<file path="src/inc/cma_pkg.sv">
// constants and carriers for the message arbitration word block
//------------------------------------------------------------
// Contract
// - extended object: low 13 bits are identifier bits 28 down to 16
// - standard object: identifier is bits 28..18, bits 17 and 16 ignored
// - receive direction with send pending transmits a remote frame with this identifier
// - receive direction stores a matching received data frame into this object
// - transmit direction with send pending sends object contents as data frame
// - transmit direction, matching remote frame sets send pending if auto answer on
// - bit 14 selects format: 0 standard 11-bit, 1 extended 29-bit
// - object not in use: handler ignores it for transmit and receive
// - object in use: handler includes it in transmit and receive processing
// - word layout mirrors message ram object so transfers move fields unchanged
// - remote frame sets send pending only with auto answer, else unchanged
//------------------------------------------------------------
package cma_pkg;

   localparam int          NUM_SETS       = 2;
   localparam int          WORD_W         = 16;
   localparam int          TAG_W          = 13;
   localparam int          ID_W           = 29;
   localparam int          LOW_W          = 16;
   localparam logic [31:0] ADDR_IF1_ARB2  = 32'h4005_0034;
   localparam logic [31:0] ADDR_IF2_ARB2  = 32'h4005_0094;
   localparam int          POS_DIR        = 13;
   localparam int          POS_LONG       = 14;
   localparam int          POS_IN_USE     = 15;
   localparam int          STD_SHIFT      = 2;
   localparam logic [15:0] ARB_RESET      = 16'h0000;
   localparam logic [31:0] RDATA_IDLE     = 32'h0000_0000;

   // field order equals the ram object layout
   typedef struct packed {
      logic              object_in_use_flag;
      logic              long_tag_select;
      logic              dir_transmit;
      logic [TAG_W-1:0]  arbitration_tag_upper;
   } cma_arb_t;

   typedef struct packed {
      logic              valid;
      logic              remote;
      logic              long_tag;
      logic [ID_W-1:0]   tag;
   } cma_rx_t;

   typedef struct packed {
      logic              send_remote;
      logic              send_data;
      logic              store_frame;
      logic              raise_pending;
   } cma_act_t;

endpackage : cma_pkg

</file>
<file path="src/hdl/cma_arb_top.sv">
// two arbitration word sets with apb access and handler decisions
//
// Added by the designer: the APB interface to the registers.
`timescale 1ns/1ps
module cma_arb_top (
   input  wire logic                                      pclk,
   input  wire logic                                      presetn,
   input  wire logic                                      psel,
   input  wire logic                                      penable,
   input  wire logic                                      pwrite,
   input  wire logic [31:0]                               paddr,
   input  wire logic [31:0]                               pwdata,
   output logic [31:0]                                    prdata,
   output logic                                           pready,
   output logic                                           pslverr,
   input  wire logic [cma_pkg::NUM_SETS-1:0]              ram_load,
   input  wire cma_pkg::cma_arb_t [cma_pkg::NUM_SETS-1:0] ram_word,
   input  wire logic [cma_pkg::NUM_SETS-1:0][15:0]        tag_lower,
   input  wire logic [cma_pkg::NUM_SETS-1:0]              send_pending_flag,
   input  wire logic [cma_pkg::NUM_SETS-1:0]              auto_answer_enable,
   input  wire cma_pkg::cma_rx_t                          rx_frame,
   output cma_pkg::cma_arb_t [cma_pkg::NUM_SETS-1:0]      arb_to_ram,
   output logic [cma_pkg::NUM_SETS-1:0][28:0]             object_tag,
   output logic [cma_pkg::NUM_SETS-1:0]                   object_active,
   output cma_pkg::cma_act_t [cma_pkg::NUM_SETS-1:0]      handler_act
);
   import cma_pkg::*;

   //------------------------------------------------------------
   // declarations
   //------------------------------------------------------------
   cma_arb_t [NUM_SETS-1:0]            word;
   logic [NUM_SETS-1:0]                hit;
   logic [NUM_SETS-1:0]                bus_we;
   logic                               access;
   logic                               done;
   logic                               mapped;
   logic [31:0]                        next_prdata;
   logic                               next_pready;
   logic                               next_pslverr;
   cma_arb_t [NUM_SETS-1:0]            next_arb_to_ram;
   logic [NUM_SETS-1:0][ID_W-1:0]      next_object_tag;
   logic [NUM_SETS-1:0]                next_object_active;
   cma_act_t [NUM_SETS-1:0]            next_handler_act;
   logic [NUM_SETS-1:0]                tag_match;

   //------------------------------------------------------------
   // apb decode
   //------------------------------------------------------------
   assign hit[0] = (paddr == ADDR_IF1_ARB2);
   assign hit[1] = (paddr == ADDR_IF2_ARB2);
   assign mapped = |hit;
   assign access = psel & penable;
   // one wait state keeps every bus output straight from a flop
   assign done   = access & pready;

   always_comb begin
      next_pready  = access & ~pready;
      next_prdata  = RDATA_IDLE;
      next_pslverr = 1'b0;
      if (access && !pready) begin
         next_pslverr = ~mapped;
         for (int i = 0; i < NUM_SETS; i++) begin
            if (hit[i] && !pwrite) begin
               // upper half reads as zero
               next_prdata = {16'h0000, word[i]};
            end
         end
      end
   end

   always_ff @(posedge pclk or negedge presetn) begin
      if (!presetn) begin
         pready  <= 1'b0;
         prdata  <= RDATA_IDLE;
         pslverr <= 1'b0;
      end else begin
         pready  <= next_pready;
         prdata  <= next_prdata;
         pslverr <= next_pslverr;
      end
   end

   //------------------------------------------------------------
   // register sets
   //------------------------------------------------------------
   genvar g;
   generate
      for (g = 0; g < NUM_SETS; g++) begin : g_set
         assign bus_we[g] = done & pwrite & hit[g];

         cma_arb_word u_word (
            .pclk     (pclk),
            .presetn  (presetn),
            .bus_we   (bus_we[g]),
            .bus_data (cma_arb_t'(pwdata[WORD_W-1:0])),
            .ram_we   (ram_load[g]),
            .ram_data (ram_word[g]),
            .word     (word[g])
         );
      end
   endgenerate

   //------------------------------------------------------------
   // identifier compare
   //------------------------------------------------------------
   always_comb begin
      for (int i = 0; i < NUM_SETS; i++) begin
         tag_match[i] = 1'b0;
         if (rx_frame.long_tag == word[i].long_tag_select) begin
            if (word[i].long_tag_select) begin
               tag_match[i] = (rx_frame.tag == {word[i].arbitration_tag_upper, tag_lower[i]});
            end else begin
               tag_match[i] = (rx_frame.tag[ID_W-1:ID_W-11]
                               == word[i].arbitration_tag_upper[TAG_W-1:STD_SHIFT]);
            end
         end
      end
   end

   //------------------------------------------------------------
   // handler decisions
   //------------------------------------------------------------
   always_comb begin
      for (int i = 0; i < NUM_SETS; i++) begin
         next_handler_act[i] = '0;
         next_arb_to_ram[i]  = word[i];
         next_object_active[i] = word[i].object_in_use_flag;
         if (word[i].long_tag_select) begin
            next_object_tag[i] = {word[i].arbitration_tag_upper, tag_lower[i]};
         end else begin
            next_object_tag[i] = {word[i].arbitration_tag_upper[TAG_W-1:STD_SHIFT], 18'h00000};
         end
         if (word[i].object_in_use_flag) begin
            if (send_pending_flag[i]) begin
               next_handler_act[i].send_remote = ~word[i].dir_transmit;
               next_handler_act[i].send_data   = word[i].dir_transmit;
            end
            if (rx_frame.valid && tag_match[i]) begin
               next_handler_act[i].store_frame =
                  ~word[i].dir_transmit & ~rx_frame.remote;
               next_handler_act[i].raise_pending =
                  word[i].dir_transmit & rx_frame.remote & auto_answer_enable[i];
            end
         end
      end
   end

   always_ff @(posedge pclk or negedge presetn) begin
      if (!presetn) begin
         handler_act   <= '0;
         arb_to_ram    <= '0;
         object_tag    <= '0;
         object_active <= '0;
      end else begin
         handler_act   <= next_handler_act;
         arb_to_ram    <= next_arb_to_ram;
         object_tag    <= next_object_tag;
         object_active <= next_object_active;
      end
   end

   generate
      for (g = 0; g < NUM_SETS; g++) begin : g_chk

      end
   endgenerate
endmodule : cma_arb_top

</file>
<file path="src/hdl/cma_arb_word.sv">
// one arbitration word register of an interface set
`timescale 1ns/1ps
module cma_arb_word (
   input  wire logic              pclk,
   input  wire logic              presetn,
   input  wire logic              bus_we,
   input  wire cma_pkg::cma_arb_t bus_data,
   input  wire logic              ram_we,
   input  wire cma_pkg::cma_arb_t ram_data,
   output cma_pkg::cma_arb_t      word
);
   import cma_pkg::*;

   cma_arb_t next_word;

   //------------------------------------------------------------
   // word update
   //------------------------------------------------------------
   // ram transfer wins: it completes a command software already issued
   always_comb begin
      next_word = word;
      if (ram_we) begin
         next_word = ram_data;
      end else if (bus_we) begin
         next_word = bus_data;
      end
   end

   always_ff @(posedge pclk or negedge presetn) begin
      if (!presetn) begin
         word <= cma_arb_t'(ARB_RESET);
      end else begin
         word <= next_word;
      end
   end

endmodule : cma_arb_word

</file>
<file path="config.mk">
export PLATFORM = sky130hd
export DESIGN_NAME = cma_arb_top
export DESIGN_NICKNAME = d
export VERILOG_FILES = /design/src/inc/cma_pkg.sv /design/src/hdl/cma_arb_top.sv /design/src/hdl/cma_arb_word.sv
export SDC_FILE = /design/constraint.sdc
export NUM_CORES = 1
export LEC_CHECK = 0
export BUFFER_PORTS_ARGS = -buffer_cell sky130_fd_sc_hd__buf_4
export CORE_ASPECT_RATIO = 0.75
export CORE_MARGIN = 2
export CORE_UTILIZATION = 45
export CTS_CLUSTER_SIZE = 16
export DETAILED_ROUTE_END_ITERATION = 10
export GPL_ROUTABILITY_DRIVEN = 0
export PLACE_DENSITY = 0.8
export SETUP_SLACK_MARGIN = 0.1
export SYNTH_ARGS = -nofsm -noshare
export SYNTH_HDL_FRONTEND = slang
export SYNTH_HIERARCHICAL = 1
export SYNTH_SLANG_ARGS = --single-unit
</file>
<file path="constraint.sdc">
create_clock -name pclk -period 1.7 [get_ports pclk]
set_input_delay 0.17 -clock pclk [delete_from_list [all_inputs] [get_ports pclk]]
set_output_delay 0.17 -clock pclk [all_outputs]
set_load 0.05 [all_outputs]
</file>
==> results by group <==
Floorplan
  – Die X: 132 µm
  – IO Count: 305
  – Die height: 99.7 µm
  – Die ar.: approximately 13000 µm²
  – Core Rows: 34
  – Initial Utilization: 46.8%
  – Core area: 11700 µm²

Routing
  – Antenna Violating Nets Remaining: 0
  – Drt pass-1 iters: 7
  – Final wirelength: 18.2 mm
  – Vias per inst: ~5.0
  – DR WL/cell: 19.1 µm
  – DR vias: 4802
  – DRC errors left: 0
  – Initial DRC Count: ~260

Timing
  – RSZ-0062 raised after global routing: yes
  – Final Hold Viols: 0
  – Max Freq: about 650 MHz
  – Min Clock Period, post-route: 1.53 ns
  – Setup Viol. Count Final: 0
  – Crit share post-route: 90.2%
  – Fin. max-slew vios: 0
  – Clock skew: 0.00963 ns

Logic synthesis
  – Sequential area share after synthesis: 57.4%
  – Yosys warns: 6
  – Largest cells by area after synthesis: dfrtp_1 57%, xnor2_1 7.0%, mux2i_1 5.8%
  – Most frequent cell after synthesis: dfrtp_1
  – Yosys reg bits: around 130
  – Avg Cell Area, Syn: roughly 12 µm²
  – Synth top area share: between 50% and 60%
  – Cell Area, Synth: 5500 µm²
  – Distinct cells, synth: 30
  – Post-synth EDFFs: 0
  – Main synth FF type: dfrtp_1
  – Synthesized instance count: 471
  – Area leader, netlist: dfrtp_1
  – Async S/R FF share, synth: 100%
  – Post-synth top cells: 126 x dfrtp_1, 44 x xnor2_1, 40 x buf_4, 37 x and2_1, 36 x nand2_1

Worst setup path
  – Worst-path maximum fanout: 4
  – Worst EP arrival: around 1.8 ns
  – Worst Path Class, Setup: register to register
  – CP Launch Type: register
  – Cell depth of the worst flop-to-flop path: 4
  – CP max stage cell: dfrtp_1
  – Crit path capture type: register
  – Critical Path Max Stage Delay: 0.44 ns
  – CP required: 2.00 ns
  – CP cell instances: xor2_1 > nor4_2 > nand3_1 > nor3_1

Run status
  – Status: finished, final reports clean

Cells and area
  – Share of layout cells above drive strength 1: about 42%
  – Ant diodes: 0
  – Fin area: 8720 µm²
  – Synthesis-to-finish area growth: 58.6%
  – # fillers: ~800
  – Fin nets: roughly 950
  – Non-filler cells, final: 955

Power
  – Max VDD drop: ~0.66 mV
  – PwrDens: slightly above 1000 nW/µm²
  – P_leak: 0.00418 µW
  – Pwr Total: 8930 µW

CTS
  – Clock-pin slew on the worst setup and hold paths: around 0.06 ns
  – # H-tree levels: 4
  – Clk buf depth: 2
  – Clock Sinks: 126
  – CTS tree: built
  – Inserted Clock Buffers: 17
  – Post-CTS setup buffer count: 0
  – Clk Latency, worst-skew pair: about 0.40 ns
  – Clock root buffer: clkbuf_16

GRT
  – Overflow after GRT: 0
  – First-pass GRT wire length: approximately 28 mm
  – Vias in the first global route: 5225
  – Initial antenna violation count: 0
  – Pin count of the biggest net entering global routing: 43
  – Gr usage total: 27.7%

Place
  – Inst Count DP: roughly 870
  – Dpl cell area: 7580 µm²
  – HPWL Detailed: 12.7 mm
  – Port buffer count: 272

Flow run
  – Maxcap violations: 0

Hold path
  – Min-delay worst type: primary input to register
  – Worst Hold Depth: 3
==> cell usage in the layout (no fill, tap or decap), types with 4 or more instances in the layout <==
master | Yosys | layout
a22oi_1 | 16 | 16
nand4_1 | 12 | 12
clkbuf_16 | 0 | 17
and3_1 | 4 | 4
conb_1 | 1 | 16
nor4_2 | 0 | 4
buf_4 | 40 | 280
nor2_1 | 23 | 23
clkinvlp_4 | 0 | 4
mux2i_1 | 32 | 32
buf_12 | 2 | 4
xor2_1 | 14 | 14
xnor2_1 | 44 | 43
nand2_1 | 36 | 36
o21ai_1 | 21 | 21
nand3_1 | 7 | 7
nor3_1 | 5 | 4
o21ai_0 | 12 | 12
and2_1 | 37 | 37
dfrtp_1 | 126 | 123
dlygate4sd3_1 | 0 | 52
==> routing by layer <==
metal  track usage [%]  routed length [µm]  vias up
met5                 0                   0        -
met3              6.63                1390       37
li1                  -                   -     2156
met2              48.4                9480      268
met4              10.9                 442        0
met1              33.6                6930     2341
==> where the power goes <==
part           internal (µW)  switching, µW  total, µW
clock network           2190           1350       3540
registers               3200            160       3360
logic                    767           1260       2030
==> worst paths after layout <==
check	from	endpoint	slack [ns]
setup / recovery	g_set[1].u_word/word[12]	handler_act[4]	0.17
hold / removal	ram_word[5]	g_set[0].u_word/word[5]	0.007
setup reg to reg	g_set[1].u_word/word[12]	handler_act[4]	0.17
hold reg to reg	g_set[0].u_word/word[6]	object_tag[22]	0.45
max in group asynchronous	presetn	object_tag[49]	0.83
min in group asynchronous	presetn	object_tag[29]	0.27
==> cells by family after synthesis <==
kind of cell    synth area share [%]
xor+xnor                        9.24
other cells                   0.0682
flops                           57.4
buf+inv                         7.88
mux                             5.83
compound gates                  5.37
simple gates                    14.2
==> flip-flops by register name, summed over array words and instances (netlist names) <==
name / count
object_tag: 56
g_set.u_word/word: 32
prdata: 16
arb_to_ram: 11
handler_act: 8
object_active: 1
pready: 1
pslverr: 1
==> worst max-delay path: cells and delay by family (launching register included) <==
kind,cells,cell delay [ns]
XOR/XNOR,1,0.21
flip-flops,1,0.44
AND/OR/NAND/NOR,3,0.78
==> area by class of cell <==
type | instances | area [µm²] | area share (%)
multi-input combinational | 300 | 2070 | 23.8
clock buffer | 18 | 439 | 5.04
sequential | 126 | 3160 | 36.2
clock inverter | 12 | 139 | 1.59
timing repair buffer | 336 | 2700 | 31.0
tap | 162 | 203 | 2.33
inverter | 1 | 3.75 | 0.0431
==> what timing repair did <==
action	CTS	global route
pin swaps	0	4
hold endpoints to repair	83	1
endpoints found under the setup margin	1	4
hold buffers	51	1
resized for setup	1	8
==> stage by stage <==
stage          setup WS, ns  utilization (%)  hold slack (ns)  setup TNS, ns
2_1_floorplan        0.0933                -           -0.126              0
3_3_place_gp        -0.0440             64.5            0.156          -1.13
3_5_place_dp         -0.109             64.5            0.158          -2.38
4_1_cts               0.107             73.9         0.000384              0
5_1_grt               0.110             74.2          0.00344              0
6_report              0.166             74.2          0.00701              0
Power figures use the tool's default switching activity.
